### src/sppc_pkg.sv
// Package for the sleep power plane control block: register map, fields, states, timing
package sppc_pkg;

  // Register byte offsets
  localparam logic [7:0] SPPC_CTRL_OFS   = 8'h00;
  localparam logic [7:0] SPPC_POLICY_OFS = 8'h04;
  localparam logic [7:0] SPPC_WLAN_OFS   = 8'h08;
  localparam logic [7:0] SPPC_STATUS_OFS = 8'h0c;
  localparam logic [7:0] SPPC_GP_OFS     = 8'h10;

  // Control register fields
  localparam int CTRL_STRETCH_EN_BIT  = 3;
  localparam int CTRL_DEEPSX_SUP_BIT  = 0;
  localparam int CTRL_MGMT_WLAN_BIT   = 1;
  localparam int CTRL_MGMT_ACK_BIT    = 2;
  localparam int CTRL_MGMT_PHY_BIT    = 4;
  // Policy register fields
  localparam int POL_SLEEP_PHY_BIT    = 27;
  localparam int POL_AFTER_G3_BIT     = 28;
  localparam int POL_DEEP_PHY_DIS_BIT = 29;
  localparam int POL_BATT_PHY_DIS_BIT = 30;
  // Wireless policy field
  localparam int WLAN_WAKE_POL_BIT    = 4;
  // General purpose port fields
  localparam int GP_DIR_BIT           = 0;
  localparam int GP_DATA_BIT          = 1;
  localparam int GP_NATIVE_BIT        = 2;
  // Status register fields
  localparam int ST_SMI_BIT           = 0;
  localparam int ST_NOT_CYCLED_BIT    = 1;
  localparam int ST_AFTER_G3_BIT      = 2;

  localparam logic [31:0] SPPC_CTRL_RST   = 32'h0000_0000;
  localparam logic [31:0] SPPC_POLICY_RST = 32'h0000_0000;
  localparam logic [31:0] SPPC_WLAN_RST   = 32'h0000_0000;
  localparam logic [31:0] SPPC_GP_RST     = 32'h0000_0004;

  localparam logic [1:0] AXI_OKAY   = 2'b00;
  localparam logic [1:0] AXI_SLVERR = 2'b10;

  // Minimum memory power-off time, microseconds
  localparam int  SPPC_CLK_HZ         = 40_000_000;
  localparam int  SPPC_MIN_MEM_OFF_US = 1_000_000;
  localparam longint SPPC_MIN_MEM_OFF_CYC =
    (longint'(SPPC_MIN_MEM_OFF_US) * SPPC_CLK_HZ + 999_999) / 1_000_000;

  // Sleep state requests from the sleep-state selector
  typedef enum logic [2:0] {
    SPPC_S0      = 3'b000,
    SPPC_S3      = 3'b011,
    SPPC_S4      = 3'b100,
    SPPC_S5      = 3'b101,
    SPPC_DEEP_SX = 3'b110
  } sppc_state_t;

  // Reset kinds reported by the reset logic
  typedef enum logic [1:0] {
    SPPC_RST_NONE   = 2'b00,
    SPPC_RST_CYCLE  = 2'b01,
    SPPC_RST_GLOBAL = 2'b10,
    SPPC_RST_S5     = 2'b11
  } sppc_rst_t;

endpackage : sppc_pkg

### src/sppc_sync.sv
// Two-flop synchroniser for asynchronous input levels
`timescale 1ns/1ps
`default_nettype none
module sppc_sync #(
  parameter int          WIDTH = 1,
  parameter logic [WIDTH-1:0] INIT = '0
) (
  input  wire logic             aclk,
  input  wire logic             aresetn,
  input  wire logic [WIDTH-1:0] d,
  output logic      [WIDTH-1:0] q
);
  logic [WIDTH-1:0] meta;

  always_ff @(posedge aclk) begin
    if (!aresetn) begin
      meta <= INIT;
      q    <= INIT;
    end else begin
      meta <= d;
      q    <= meta;
    end
  end
endmodule : sppc_sync
`default_nettype wire

### src/sppc_ctrl.sv
// Sleep power plane control: rail sleep outputs, PHY power, suspend pin, AXI4-Lite registers
//
// How it works
// - Core rail sleep asserts only in S3 and deeper
// - Core-plane outputs low during S3
// - Deep rail sleep asserts in S4 and deeper
// - Stretch deep sleep and flag uncycled memory
// - Low power good resets platform asynchronously
// - Battery low blocks wake from sleep
// - Battery low in S0 raises SYSTEM_MGMT_INTERRUPT
// - Wired PHY on when core or mgmt on
// - After-G3 and sleep policies keep PHY on
// - Deep-sleep and battery policies remove PHY
// - Wireless PHY on when core on
// - Wireless wake policy keeps PHY in S3-S5
// - Mgmt wireless access follows mgmt rail
// - Ack low in S0 and mgmt-on sleep
// - Warning high, asserts on deep entry
// - Ack low during power-cycle and global reset
// - GP port: Hi-Z input or data output
// - RTC reset returns RTC registers to defaults
`timescale 1ns/1ps
`default_nettype none
module sppc_ctrl
  import sppc_pkg::*;
#(
  parameter longint MIN_MEM_OFF_CYC = SPPC_MIN_MEM_OFF_CYC,
  parameter int     CNT_W           = 26
) (
  input  wire logic        aclk,
  input  wire logic        aresetn,
  // AXI4-Lite slave
  input  wire logic [7:0]  s_axi_awaddr,
  input  wire logic        s_axi_awvalid,
  output logic             s_axi_awready,
  input  wire logic [31:0] s_axi_wdata,
  input  wire logic [3:0]  s_axi_wstrb,
  input  wire logic        s_axi_wvalid,
  output logic             s_axi_wready,
  output logic [1:0]       s_axi_bresp,
  output logic             s_axi_bvalid,
  input  wire logic        s_axi_bready,
  input  wire logic [7:0]  s_axi_araddr,
  input  wire logic        s_axi_arvalid,
  output logic             s_axi_arready,
  output logic [31:0]      s_axi_rdata,
  output logic [1:0]       s_axi_rresp,
  output logic             s_axi_rvalid,
  input  wire logic        s_axi_rready,
  // Sleep control from the sleep-state selector
  input  wire logic [2:0]  sleep_state,
  input  wire logic        mgmt_on_state,
  input  wire logic        on_battery,
  input  wire logic        wake_request,
  input  wire logic [1:0]  reset_kind,
  input  wire logic        after_g3,
  // Pins
  input  wire logic        core_power_good,
  input  wire logic        battery_low_n,
  input  wire logic        rtc_well_reset_n,
  input  wire logic        secondary_rtc_well_reset_n,
  input  wire logic        mem_power_sense,
  input  wire logic        muxed_gp_pin_in,
  output logic             muxed_gp_pin_out,
  output logic             muxed_gp_pin_oe,
  output logic             core_rail_sleep_n,
  output logic             deep_rail_sleep_n,
  output logic             soft_off_sleep_n,
  output logic             mgmt_rail_sleep_n,
  output logic             wired_phy_power_n,
  output logic             wireless_phy_power_n,
  output logic             platform_reset_n,
  output logic             core_plane_en,
  output logic             wake_allowed,
  output logic             system_mgmt_interrupt
);
  if (CNT_W < 2 || MIN_MEM_OFF_CYC < 1
      || MIN_MEM_OFF_CYC >= (longint'(1) << CNT_W)) begin : g_cnt_chk
    $error("sppc_ctrl: counter too narrow for minimum memory off time");
  end

  function automatic logic [31:0] merge_wr(input logic [31:0] old_v,
                                           input logic [31:0] new_v,
                                           input logic [3:0]  strb);
    logic [31:0] r;
    r = old_v;
    for (int i = 0; i < 4; i++) begin
      if (strb[i]) r[i*8 +: 8] = new_v[i*8 +: 8];
    end
    return r;
  endfunction : merge_wr

  // Asynchronous pins synchronised
  logic batt_low_s;
  logic rtc_rst_s;
  logic mem_sense_s;
  logic pwr_good_s;
  logic gp_in_s;

  sppc_sync #(.WIDTH(5), .INIT(5'h0)) u_sync (
    .aclk    (aclk),
    .aresetn (aresetn),
    .d       ({~battery_low_n, ~(rtc_well_reset_n & secondary_rtc_well_reset_n),
               mem_power_sense, core_power_good, muxed_gp_pin_in}),
    .q       ({batt_low_s, rtc_rst_s, mem_sense_s, pwr_good_s, gp_in_s})
  );

  // Power good low forces platform reset with no clock involved
  assign platform_reset_n = core_power_good & pwr_good_s;

  // Registers
  logic [31:0] ctrl_reg;
  logic [31:0] policy_reg;
  logic [31:0] wlan_reg;
  logic [31:0] gp_reg;
  logic        smi_sts;
  logic        not_cycled_sts;
  logic        after_g3_sts;

  logic        aw_held;
  logic        w_held;
  logic [7:0]  aw_addr;
  logic [31:0] w_data;
  logic [3:0]  w_strb;
  logic        wr_go;

  assign s_axi_awready = !aw_held && !s_axi_bvalid;
  assign s_axi_wready  = !w_held && !s_axi_bvalid;
  assign wr_go         = aw_held && w_held && !s_axi_bvalid;

  always_ff @(posedge aclk) begin
    if (!aresetn) begin
      aw_held <= 1'b0;
      w_held  <= 1'b0;
      aw_addr <= 8'h00;
      w_data  <= 32'h0000_0000;
      w_strb  <= 4'h0;
    end else begin
      if (s_axi_awvalid && s_axi_awready) begin
        aw_held <= 1'b1;
        aw_addr <= s_axi_awaddr;
      end
      if (s_axi_wvalid && s_axi_wready) begin
        w_held <= 1'b1;
        w_data <= s_axi_wdata;
        w_strb <= s_axi_wstrb;
      end
      if (wr_go) begin
        aw_held <= 1'b0;
        w_held  <= 1'b0;
      end
    end
  end

  logic wr_hit;
  always_comb begin
    unique case (aw_addr)
      SPPC_CTRL_OFS, SPPC_POLICY_OFS, SPPC_WLAN_OFS, SPPC_STATUS_OFS, SPPC_GP_OFS:
        wr_hit = 1'b1;
      default: wr_hit = 1'b0;
    endcase
  end

  always_ff @(posedge aclk) begin
    if (!aresetn) begin
      s_axi_bvalid <= 1'b0;
      s_axi_bresp  <= AXI_OKAY;
    end else if (wr_go) begin
      s_axi_bvalid <= 1'b1;
      s_axi_bresp  <= wr_hit ? AXI_OKAY : AXI_SLVERR;
    end else if (s_axi_bready) begin
      s_axi_bvalid <= 1'b0;
    end
  end

  // Configuration lives in the RTC well; its reset returns it to the reset values
  always_ff @(posedge aclk) begin
    if (!aresetn || rtc_rst_s) begin
      ctrl_reg   <= SPPC_CTRL_RST;
      policy_reg <= SPPC_POLICY_RST;
      wlan_reg   <= SPPC_WLAN_RST;
      gp_reg     <= SPPC_GP_RST;
    end else if (wr_go) begin
      unique case (aw_addr)
        SPPC_CTRL_OFS:   ctrl_reg   <= merge_wr(ctrl_reg, w_data, w_strb);
        SPPC_POLICY_OFS: policy_reg <= merge_wr(policy_reg, w_data, w_strb);
        SPPC_WLAN_OFS:   wlan_reg   <= merge_wr(wlan_reg, w_data, w_strb);
        SPPC_GP_OFS:     gp_reg     <= merge_wr(gp_reg, w_data, w_strb);
        default: ;
      endcase
    end
  end

  logic        status_clr_wr;
  logic [31:0] status_clr;
  assign status_clr_wr = wr_go && (aw_addr == SPPC_STATUS_OFS);
  assign status_clr    = status_clr_wr ? (w_data & {{8{w_strb[3]}}, {8{w_strb[2]}},
                                                    {8{w_strb[1]}}, {8{w_strb[0]}}})
                                       : 32'h0000_0000;

  // Sleep state decode
  logic in_s0;
  logic in_sx;
  logic in_deep;
  logic state_s4_up;
  assign in_s0       = (sleep_state == SPPC_S0);
  assign in_deep     = (sleep_state == SPPC_DEEP_SX);
  assign in_sx       = (sleep_state == SPPC_S3) || (sleep_state == SPPC_S4)
                    || (sleep_state == SPPC_S5);
  assign state_s4_up = (sleep_state == SPPC_S4) || (sleep_state == SPPC_S5) || in_deep;

  // SYSTEM_MGMT_INTERRUPT on battery low while running; set wins over a software clear
  logic batt_low_d;
  always_ff @(posedge aclk) begin
    if (!aresetn) begin
      batt_low_d <= 1'b0;
      smi_sts    <= 1'b0;
    end else begin
      batt_low_d <= batt_low_s;
      if (batt_low_s && !batt_low_d && in_s0) smi_sts <= 1'b1;
      else if (status_clr[ST_SMI_BIT]) smi_sts <= 1'b0;
    end
  end
  assign system_mgmt_interrupt = smi_sts;

  assign wake_allowed = wake_request && !((in_sx || in_deep) && batt_low_s);

  // Deep rail stretch: memory stays off a minimum time once off
  logic [CNT_W-1:0] off_cnt;
  logic             stretching;
  always_ff @(posedge aclk) begin
    if (!aresetn) begin
      off_cnt        <= '0;
      stretching     <= 1'b0;
      not_cycled_sts <= 1'b0;
    end else begin
      if (state_s4_up) begin
        stretching <= ctrl_reg[CTRL_STRETCH_EN_BIT];
        if (off_cnt != CNT_W'(MIN_MEM_OFF_CYC)) off_cnt <= off_cnt + 1'b1;
      end else if (stretching && off_cnt != CNT_W'(MIN_MEM_OFF_CYC)) begin
        off_cnt <= off_cnt + 1'b1;
      end else begin
        stretching <= 1'b0;
        off_cnt    <= '0;
      end
      // Memory still powered after the minimum off time: not cycled
      if (stretching && off_cnt == CNT_W'(MIN_MEM_OFF_CYC) - 1'b1 && mem_sense_s)
        not_cycled_sts <= 1'b1;
      else if (status_clr[ST_NOT_CYCLED_BIT]) not_cycled_sts <= 1'b0;
    end
  end

  always_ff @(posedge aclk) begin
    if (!aresetn) after_g3_sts <= 1'b1;
    else if (after_g3) after_g3_sts <= 1'b1;
    else if (status_clr[ST_AFTER_G3_BIT]) after_g3_sts <= 1'b0;
  end

  // Wired PHY policy
  logic wired_keep;
  always_comb begin
    wired_keep = 1'b0;
    if (in_sx) wired_keep = policy_reg[POL_SLEEP_PHY_BIT] || ctrl_reg[CTRL_MGMT_PHY_BIT];
    if (in_deep) wired_keep = !policy_reg[POL_DEEP_PHY_DIS_BIT];
    if (after_g3_sts && policy_reg[POL_AFTER_G3_BIT]) wired_keep = 1'b1;
    if (on_battery && policy_reg[POL_BATT_PHY_DIS_BIT]) wired_keep = 1'b0;
  end

  // Rail outputs, registered, change only on state, mgmt-on state, policy, wireless policy, control register, battery, after-G3 status or stretch timer change
  logic next_core_n;
  logic next_mgmt_n;
  assign next_core_n = !(in_sx || in_deep);
  assign next_mgmt_n = !(in_deep || ((in_sx) && !mgmt_on_state));

  always_ff @(posedge aclk) begin
    if (!aresetn) begin
      core_rail_sleep_n    <= 1'b0;
      deep_rail_sleep_n    <= 1'b0;
      soft_off_sleep_n     <= 1'b0;
      mgmt_rail_sleep_n    <= 1'b0;
      wired_phy_power_n    <= 1'b0;
      wireless_phy_power_n <= 1'b0;
      core_plane_en        <= 1'b0;
    end else begin
      core_rail_sleep_n <= next_core_n;
      core_plane_en     <= next_core_n;
      deep_rail_sleep_n <= !(state_s4_up || stretching);
      soft_off_sleep_n  <= !((sleep_state == SPPC_S5) || in_deep);
      mgmt_rail_sleep_n <= next_mgmt_n;
      wired_phy_power_n <= next_core_n || next_mgmt_n || wired_keep;
      wireless_phy_power_n <= next_core_n
        || (wlan_reg[WLAN_WAKE_POL_BIT] && in_sx)
        || (ctrl_reg[CTRL_MGMT_WLAN_BIT] && next_mgmt_n);
    end
  end

  // Multiplexed suspend pin: ack, warning or general purpose port
  logic deep_entry_seen;
  always_ff @(posedge aclk) begin
    if (!aresetn) begin
      muxed_gp_pin_out <= 1'b0;
      muxed_gp_pin_oe  <= 1'b0;
      deep_entry_seen  <= 1'b0;
    end else begin
      deep_entry_seen <= in_deep;
      if (!gp_reg[GP_NATIVE_BIT]) begin
        muxed_gp_pin_oe  <= !gp_reg[GP_DIR_BIT] && !in_deep;
        muxed_gp_pin_out <= gp_reg[GP_DATA_BIT] && !in_deep;
      end else if (ctrl_reg[CTRL_DEEPSX_SUP_BIT]) begin
        // Warning asserts on deep entry; pin is lost once the well drops
        muxed_gp_pin_oe  <= !(in_deep && deep_entry_seen);
        muxed_gp_pin_out <= !in_deep;
      end else begin
        muxed_gp_pin_oe <= !in_deep;
        if (reset_kind == SPPC_RST_CYCLE || reset_kind == SPPC_RST_GLOBAL)
          muxed_gp_pin_out <= 1'b0;
        else if (reset_kind == SPPC_RST_S5)
          muxed_gp_pin_out <= 1'b0;
        else if (in_sx && !mgmt_on_state)
          muxed_gp_pin_out <= ctrl_reg[CTRL_MGMT_ACK_BIT];
        else
          muxed_gp_pin_out <= 1'b0;
      end
    end
  end

  // Read channel
  logic [31:0] rd_val;
  logic        rd_hit;
  always_comb begin
    rd_val = 32'h0000_0000;
    rd_hit = 1'b1;
    unique case (s_axi_araddr)
      SPPC_CTRL_OFS:   rd_val = ctrl_reg;
      SPPC_POLICY_OFS: rd_val = policy_reg;
      SPPC_WLAN_OFS:   rd_val = wlan_reg;
      SPPC_STATUS_OFS: begin
        rd_val[ST_SMI_BIT]        = smi_sts;
        rd_val[ST_NOT_CYCLED_BIT] = not_cycled_sts;
        rd_val[ST_AFTER_G3_BIT]   = after_g3_sts;
      end
      SPPC_GP_OFS: begin
        rd_val = gp_reg;
        rd_val[GP_DATA_BIT] = gp_reg[GP_DIR_BIT] ? gp_in_s : gp_reg[GP_DATA_BIT];
      end
      default: rd_hit = 1'b0;
    endcase
  end

  assign s_axi_arready = !s_axi_rvalid;
  always_ff @(posedge aclk) begin
    if (!aresetn) begin
      s_axi_rvalid <= 1'b0;
      s_axi_rdata  <= 32'h0000_0000;
      s_axi_rresp  <= AXI_OKAY;
    end else if (s_axi_arvalid && s_axi_arready) begin
      s_axi_rvalid <= 1'b1;
      s_axi_rdata  <= rd_val;
      s_axi_rresp  <= rd_hit ? AXI_OKAY : AXI_SLVERR;
    end else if (s_axi_rready) begin
      s_axi_rvalid <= 1'b0;
    end
  end
endmodule : sppc_ctrl
`default_nettype wire

### config.mk
export PLATFORM = sky130hd
export DESIGN_NAME = sppc_ctrl
export DESIGN_NICKNAME = d
export VERILOG_FILES = /design/src/sppc_pkg.sv /design/src/sppc_sync.sv /design/src/sppc_ctrl.sv
export SDC_FILE = /design/constraint.sdc
export NUM_CORES = 1
export LEC_CHECK = 0
export BUFFER_PORTS_ARGS = -buffer_cell sky130_fd_sc_hd__buf_2
export CELL_PAD_IN_SITES_DETAIL_PLACEMENT = 1
export CELL_PAD_IN_SITES_GLOBAL_PLACEMENT = 1
export CORE_MARGIN = 2
export CORE_UTILIZATION = 49
export CTS_BUF_LIST = sky130_fd_sc_hd__clkbuf_4 sky130_fd_sc_hd__clkbuf_8
export DETAILED_ROUTE_END_ITERATION = 8
export PLACE_DENSITY = 0.92
export REMOVE_ABC_BUFFERS = 1
export SLEW_MARGIN = 20
export SYNTH_ARGS = -nofsm -noshare
export SYNTH_HDL_FRONTEND = slang
export SYNTH_SLANG_ARGS = --single-unit
### constraint.sdc
create_clock -name aclk -period 3.9 [get_ports aclk]
set_input_delay 1.17 -clock aclk [delete_from_list [all_inputs] [get_ports aclk]]
set_output_delay 1.17 -clock aclk [all_outputs]
set_load 0.02 [all_outputs]
After elaboration in Yosys (flattened, before gate mapping). Cells that the tools add are included.

Add/sub/neg operators: 1. Equality and inequality tests: 19. Multiplexer cells: 32. Bitwise gates (word level): 6. Reduce and logical (&&, ||, !) cells: 81.

Operators by type and width (count): $pmux 29 s4 (1); $mux 26 (3); $reduce_and 3->1 (16); $eq 8x4->1 const B (4); $add 26x1->26 const B (1); $eq 26x26->1 const B (1); $ne 26x26->1 const B (1); $mux 1 (24); $logic_and 1x1->1 (23); $eq 8x3->1 const B (2); $eq 8x5->1 const B (2); $logic_not 1->1 (16); $logic_not 8->1 (2); $logic_or 1x1->1 (15); $pmux 3 s5 (1); $reduce_or 5->1 (2); $eq 3x3->1 const B (3); $reduce_bool 2->1 (4); $eq 2x2->1 const B (2); $mux 2 (2); $reduce_or 2->1 (2); $and 3x3->3 (1); $eq 3x2->1 const B (1); $logic_not 3->1 (1); other kinds (6) (9).

Flip-flop bits (word level): 262. Input port bits: 74. Word-level logic and storage cells: 182.

Depth between registers and ports, before layout. Gate-level depths: netlist of run 1.

Depth after elaboration: 9. Mapped depth: 7. Mapped depth without buffers: 6.

By module. From an unflattened synthesis of run 1, not the netlist that was laid out.

Cell total of the unflattened synthesis: 1197. Area total of the unflattened synthesis: 10570.1 um^2.

Modules (own cells, without submodules): sppc_ctrl (instances 1, cells an instance 1177, area each 10307.4 um^2, seq. area each 5004.8 um^2); sppc_sync (instances 1, cells an instance 20, area each 262.8 um^2, seq. area each 200.2 um^2).

Worst setup path after synthesis of run 1. No wires, ideal clock.

Kind: input to output. Start point: input sleep_state[1]. End point: output wake_allowed. Arrival: 2.159 ns. Data required time: 2.730 ns. Slack: 0.571 ns. Cell stages on the path: 5. Cells stage by stage: clkbuf_1 nand2_1 nand2_1 nand2_1 a21boi_0.

Cells in the longest elaborated chain, start to end: 7.

Ends and longest elaborated chain: from (decl) (line sppc_ctrl.sv:51) `input wire logic [2:0] sleep_state,`; $eq 3x2->1 / $eq 3x3->1 (equally long branches) (line sppc_ctrl.sv:208) `assign in_sx = (sleep_state == SPPC_S3) || (sleep_state == SPPC_S4)`; $logic_or 1x1->1 (line sppc_ctrl.sv:208); $logic_or 1x1->1 (line sppc_ctrl.sv:209) `|| (sleep_state == SPPC_S5);`; $logic_or 1x1->1 (*) (line sppc_ctrl.sv:226) `assign wake_allowed = wake_request && !((in_sx || in_deep) && batt_low_s);`; $logic_and 1x1->1 (*) (line sppc_ctrl.sv:226); $logic_not 1->1 (*) (line sppc_ctrl.sv:226); $logic_and 1x1->1 (*) (line sppc_ctrl.sv:226); to (decl) (line sppc_ctrl.sv:74) `output logic wake_allowed,`.

Every way passes the cells marked *; elsewhere a longest branch is shown, timed or not.

Final worst setup path of run 1. Ends and elaborated chain as after synthesis.

==> results of run 1 <==
## per-stage QoR
stage	power, uW	instance area [um2]	worst slack (ns)	hold slack [ns]
floorplan	2993	10280	0.2874	0.4118
global placement	3174	11410	0.7999	0.4158
detailed placement	3192	11410	0.7739	0.4212
CTS	5717	12320	0.7605	0.4408
global route	5864	12320	0.5904	0.4658
finish	5692	12320	0.7656	0.4332
## placed cells by master (no fill, tap or decap), drive strengths merged, types with 2 or more instances in the layout
cell,instances
dfxtp,260
nor2,188
nand2,172
buf,143
mux2i,140
a21oi,105
clkbuf,70
o21ai,46
nand3,34
a2bb2oi,29
nor3,14
and2,13
xor2,13
inv,13
nand4,9
nor4,8
xnor2,7
nand3b,5
o2111ai,5
o31ai,4
a22oi,4
nand2b,4
and3,3
a31oi,3
mux4,3
ha,3
nor2b,3
nor4bb,2
mux2,2
conb,2
or4,2
nor3b,2
## cell type report
cell class / count / share of cell area
flip-flops and latches: 260 / 0.4223
inverters: 13 / 0.003959
clock buffers: 70 / 0.07056
well taps: 275 / 0.02792
clock inverters: 2 / 0.002843
repair buffers: 143 / 0.06193
multi-input cells: 840 / 0.4105
## synthesized netlist by cell type (2+ instances only)
cell type | instances | area share
mux4_2 | 3 | 0.0064
mux2_2 | 2 | 0.0021
nand3_2 | 4 | 0.0038
nand2_1 | 172 | 0.061
buf_2 | 4 | 0.0019
o31ai_1 | 4 | 0.0028
a22oi_1 | 4 | 0.0028
nand2b_1 | 4 | 0.0024
nor4_2 | 3 | 0.0036
a21oi_1 | 105 | 0.050
o21ai_0 | 46 | 0.022
o2111ai_1 | 5 | 0.0041
a2bb2oi_1 | 29 | 0.024
buf_1 | 3 | 0.0011
mux2i_1 | 140 | 0.13
and3_1 | 3 | 0.0018
nor3b_1 | 2 | 0.0014
nor2_1 | 184 | 0.065
nor3_1 | 10 | 0.0047
a31oi_1 | 3 | 0.0018
nor3_4 | 4 | 0.0062
dfxtp_1 | 260 | 0.49
nand3_1 | 28 | 0.013
nor2b_1 | 3 | 0.0018
nand4_1 | 9 | 0.0053
ha_1 | 3 | 0.0036
nor2_2 | 4 | 0.0024
nand3_4 | 2 | 0.0033
xnor2_1 | 7 | 0.0058
and2_1 | 13 | 0.0077
nor4_1 | 5 | 0.0030
xor2_1 | 13 | 0.011
buf_4 | 5 | 0.0036
nor4bb_1 | 2 | 0.0019
nand3b_1 | 5 | 0.0036
inv_1 | 13 | 0.0046
clkbuf_1 | 60 | 0.021
## path summary, 6_finish.rpt
check,from,to,cells after the start,slack (ns)
hold reg to reg,u_sync.meta[4],u_sync.q[4],1,0.43
setup / recovery,sleep_state[1],wake_allowed,6,0.77
setup reg to reg,s_axi_bvalid,policy_reg[0],5,1.19
hold / removal,u_sync.meta[4],u_sync.q[4],1,0.43
## routing by layer
metal / GRT usage / share of wire / wire, um
met1: 0.3397 / 0.41 / 13570
met2: 0.5359 / 0.51 / 16950
met3: 0.05000 / 0.048 / 1617
met4: 0.1299 / 0.038 / 1280
met5: 0 / 0 / 0
## power groups by stage
stage / clock network (uW) / logic, uW / registers (uW)
after global routing: 2680 / 412 / 2770
after global placement: 0 / 358 / 2820
after detailed placement: 0 / 372 / 2820
final: 2540 / 381 / 2770
after floorplan: 0 / 181 / 2810
after CTS: 2570 / 379 / 2760
## worst reg2reg max path, stage by stage, from the launching register on
cell and delay (ns):
dfxtp_1 0.36, and3b_1 0.82, nand2_1 0.35, nor3_4 0.62, mux2i_1 0.33, nor2_1 0.09
## cell families after synthesis
group / Yosys count / synth area share
mux: 145 / 0.1411
xor+xnor: 20 / 0.01657
buf+inv: 85 / 0.03243
compound gates: 206 / 0.1150
fa+ha+maj: 3 / 0.003551
simple gates: 464 / 0.1987
flops: 260 / 0.4923
other cells: 1 / 0.0003547
==> flow_metrics.py, run 1 <==
metrics = {
    "pwr": {
        "swShare": 0.2464,
        "p_switching_uw": 1402,
        "clkPwrFrac": 0.447,
        "ir_drop_uv": 283.1,
        "cell_internal_pwr_uw": 4290,
        "powerDensity_mw_per_mm2": 461.8,
        "comb_power_share": 0.067,
        "p_leak_uw": 0.005000,
        "seq_power_share": 0.486,
    },
    "clock_network": {
        "clockRootBuffer": "clkbuf_8",
        "cts_sinks": 260,
        "cts_buffers": 44,
        "ctsHtreeMaxLevel": 2,
        "clk_pin_slew_worst_paths_ns": 0.06,
        "cts_resized": 0,
        "postCtsSetupBuffers": 0,
        "clockBufferDepth": 3,
        "cts_tree": "built",
        "clk_latency_ns": 0.55,
        "hold_buffers": 0,
    },
    "detailed_routing": {
        "ant_nets": 0,
        "vias_per_cell": 5.794,
        "drc_errors": 0,
        "wire_per_inst_um": 20.84,
        "finalWirelength_mm": 33.41,
        "drt_pre_antenna_iters": 5,
        "drt_iter0_markers": 465,
        "num_vias": 9288,
    },
    "finish": {
        "regArea_mm2": 0.005205,
        "instances_no_fill": 1603,
        "diodes": 0,
        "drive_above_1_share": 0.1867,
        "fin_util": 0.5844,
        "multi_input_area_mm2": 0.005059,
        "filler_cell_count": 2500,
        "syn2layout_area_growth_pct": 16.57,
        "finalNetCount": 1379,
    },
    "grt": {
        "grt_pass1_vias": 10080,
        "grt.overflow.total": 0,
        "grt_first_pass_wirelength_mm": 52.91,
        "antenna_found_initial": 0,
        "grt_usage": 0.2949,
        "grt_start_max_net_pins": 64,
    },
    "timing": {
        "maxSlewViolCount": 0,
        "fmaxAchievable_ghz": 0.3190,
        "setup_viol": 0,
        "finalClockSkew_ns": 0.01110,
        "fin_crit_ns": 3.134,
        "fin_tns_setup_ns": 0,
        "post-route-period-util": 0.8037,
        "finalHoldViolCount": 0,
        "tightest_slew_ns": 1.008,
        "grt_setup_unrepaired": "false",
        "relSlewSlack": 0.3216,
    },
    "yosys": {
        "synth-edff-count": 0,
        "yosysUniqueCellTypes": 55,
        "ys_ff_latch": 260,
        "ys_seq_area_frac": 0.4923,
        "post_synth.cell_area_avg_um2": 8.930,
        "synth_top_flop_cell": "dfxtp_1",
        "synth_cells": 1184,
        "yosysWarnings": 0,
        "synth.cell_area_mm2": 0.01057,
        "async_flop_share": 0,
    },
    "worst_setup_path": {
        "required_ns": 2.73,
        "worstSetupPathType": "in -> out",
        "cpPeakStageDelay_ns": 0.18,
        "cp_top_family": "buffers and inverters",
        "cp.arrival_ns": 1.96,
        "crit_path_start_kind": "input port",
        "critPathSlowestCell": "buf_2",
        "end_kind": "primary output",
        "path_cells": "buf_2 > nand2_1 > nand2_1 > nand2_1 > a21boi_0 > buf_2",
        "crit_buf_inv": 2,
        "path_max_fanout": 7,
        "cpMostUsedCell": "nand2_1",
    },
    "placed_design": {
        "gp_congestion": 0.8166,
        "dp.final_hpwl_mm": 20.46,
        "port_buffers": 124,
        "place_inst": 1531,
    },
    "floorplan": {
        "die_height_um": 150.9,
        "initial_utilization": 0.5014,
        "rows": 53,
        "die_area_mm2": 0.02277,
        "pin_count": 127,
        "die_width_um": 150.9,
        "core_area_mm2": 0.02109,
    },
    "job": {
        "cap_violations": 0,
    },
    "hold_path": {
        "hold_class": "reg -> reg",
    },
    "outcome": {
        "outcome": "complete, no violations",
    },
}
Note: power is estimated with default switching activity, not from simulation.
==> run 2: changes to the inputs <==
--- a/config.mk
+++ b/config.mk
@@ -9,10 +9,10 @@
 export CELL_PAD_IN_SITES_DETAIL_PLACEMENT = 1
 export CELL_PAD_IN_SITES_GLOBAL_PLACEMENT = 1
 export CORE_MARGIN = 2
-export CORE_UTILIZATION = 49
+export CORE_UTILIZATION = 41
 export CTS_BUF_LIST = sky130_fd_sc_hd__clkbuf_4 sky130_fd_sc_hd__clkbuf_8
 export DETAILED_ROUTE_END_ITERATION = 8
-export PLACE_DENSITY = 0.92
+export PLACE_DENSITY = 0.82
 export REMOVE_ABC_BUFFERS = 1
 export SLEW_MARGIN = 20
 export SYNTH_ARGS = -nofsm -noshare
==> constraint.sdc (replaced) <==
create_clock -name aclk -period 2.8 [get_ports aclk]
set_input_delay 0.84 -clock aclk [delete_from_list [all_inputs] [get_ports aclk]]
set_output_delay 0.84 -clock aclk [all_outputs]
set_load 0.02 [all_outputs]
==> flow_metrics.py, run 2 (synthesis gave the netlist of run 1 again) <==
metrics = {
    "worst_setup_path": {
        "cpPeakStageDelay_ns": 0.18,
        "cpMostUsedCell": "nand2_1",
        "cp_top_family": "buffers and inverters",
        "path_cells": "buf_2 > nand2_1 > nand2_1 > nand2_1 > a21boi_0 > buf_2",
        "end_kind": "primary output",
        "path_max_fanout": 7,
        "cp.arrival_ns": 1.65,
        "crit_path_start_kind": "input port",
        "rr_worst_depth": 5,
        "worstSetupPathType": "in -> out",
        "crit_cells": 6,
        "crit_buf_inv": 2,
        "required_ns": 1.96,
        "critPathSlowestCell": "buf_2",
    },
    "clock_network": {
        "ctsHtreeMaxLevel": 2,
        "hold_buffers": 0,
        "clk_latency_ns": 0.55,
        "clk_pin_slew_worst_paths_ns": 0.06,
        "cts_tree": "built",
        "postCtsSetupBuffers": 0,
        "cts_buffers": 44,
        "cts_resized": 0,
        "cts_sinks": 260,
        "clockBufferDepth": 3,
        "clockRootBuffer": "clkbuf_8",
    },
    "finish": {
        "drive_above_1_share": 0.2018,
        "postLayoutCellArea_mm2": 0.01265,
        "final_cell_mix": "dfxtp_1 (260), nor2_1 (183), nand2_1 (172), mux2i_1 (140), buf_2 (124)",
        "final_common_cell": "dfxtp_1",
        "finalNetCount": 1400,
        "syn2layout_area_growth_pct": 19.61,
        "filler_cell_count": 2987,
        "fin_util": 0.5007,
    },
    "floorplan": {
        "pin_count": 127,
        "die_area_mm2": 0.02709,
        "initial_utilization": 0.4186,
        "rows": 58,
        "core_area_mm2": 0.02525,
        "die_width_um": 164.6,
        "die_height_um": 164.6,
    },
    "detailed_routing": {
        "num_vias": 8986,
        "vias_per_cell": 5.336,
        "ant_nets": 0,
        "drt_iter0_markers": 448,
        "finalWirelength_mm": 30.98,
        "drt_pre_antenna_iters": 4,
        "drc_errors": 0,
        "wire_per_inst_um": 18.40,
    },
    "timing": {
        "finalClockSkew_ns": 0.03400,
        "setup_viol": 0,
        "grt_setup_unrepaired": "false",
        "tightest_slew_ns": 0.6385,
        "finalHoldViolCount": 0,
        "fin_crit_ns": 2.492,
        "timing.hold.ws_ns": 0.4384,
        "maxSlewViolCount": 0,
        "relSlewSlack": 0.5737,
        "post-route-period-util": 0.8900,
        "fmaxAchievable_ghz": 0.4013,
    },
    "grt": {
        "grt_pass1_vias": 9567,
        "antenna_found_initial": 2,
        "grt_first_pass_wirelength_mm": 49.93,
        "grt.overflow.total": 0,
        "grt_start_max_net_pins": 49,
        "grt_usage": 0.2332,
    },
    "placed_design": {
        "port_buffers": 124,
        "gp_congestion": 0.7825,
        "post_dp_cell_area_mm2": 0.01169,
        "dp.final_hpwl_mm": 20.39,
    },
    "pwr": {
        "powerDensity_mw_per_mm2": 636.0,
        "ir_drop_uv": 351.1,
        "p_leak_uw": 0.005143,
        "power_uw": 8043,
    },
    "hold_path": {
        "hold_class": "reg -> reg",
        "hold_path_depth": 1,
    },
    "job": {
        "cap_violations": 0,
    },
    "outcome": {
        "outcome": "complete, no violations",
    },
}
run 2: worst register-to-register path, cell delays in order (launching register included):
cell and delay (ns):
dfxtp_1 0.37, nor4_2 0.37, nand4b_2 0.40, nor3_4 0.63, mux2i_1 0.29, nor2_1 0.06
run 2: final cells by class:
type | count | area (um2) | share of cell area
antenna | 1 | 2.502 | 0.0001979
clock buffer | 69 | 862.1 | 0.06817
clock inverter | 7 | 91.34 | 0.007223
inverter | 13 | 48.80 | 0.003859
multi-input combinational | 840 | 5052 | 0.3995
sequential | 260 | 5205 | 0.4116
tap | 330 | 412.9 | 0.03265
timing repair buffer | 164 | 970.9 | 0.07678
run 2: where the power goes:
group          switching, uW  total, uW  internal [uW]
combinational            366        554            188
clock                   1510       3640           2130
sequential              80.6       3850           3770
total                   1950       8040           6090
run 2: metal layers:
layer	track usage	up-vias	routed length, um
met1	0.2815	4382	12950
met5	0	-	13
met4	0.07036	2	730
met2	0.4175	214	15530
li1	-	4328	-
met3	0.04746	60	1759
run 2: final timing paths:
check	startpoint	endpoint	slack, ns
worst min register to register	u_sync.meta[2]	u_sync.q[2]	0.44
worst max-delay path	sleep_state[1]	wake_allowed	0.31
worst min-delay path	u_sync.meta[2]	u_sync.q[2]	0.44
worst max register to register	aw_addr[0]	policy_reg[2]	0.55
run 2: per-stage QoR:
step           instances  setup slack [ns]  setup TNS [ns]
6_report            1684            0.3079               0
5_1_grt             1683            0.1847               0
4_1_cts             1683            0.3019               0
3_5_place_dp        1607            0.3132               0
3_3_place_gp        1607            0.3512               0
2_1_floorplan       1113           -0.4826          -67.46
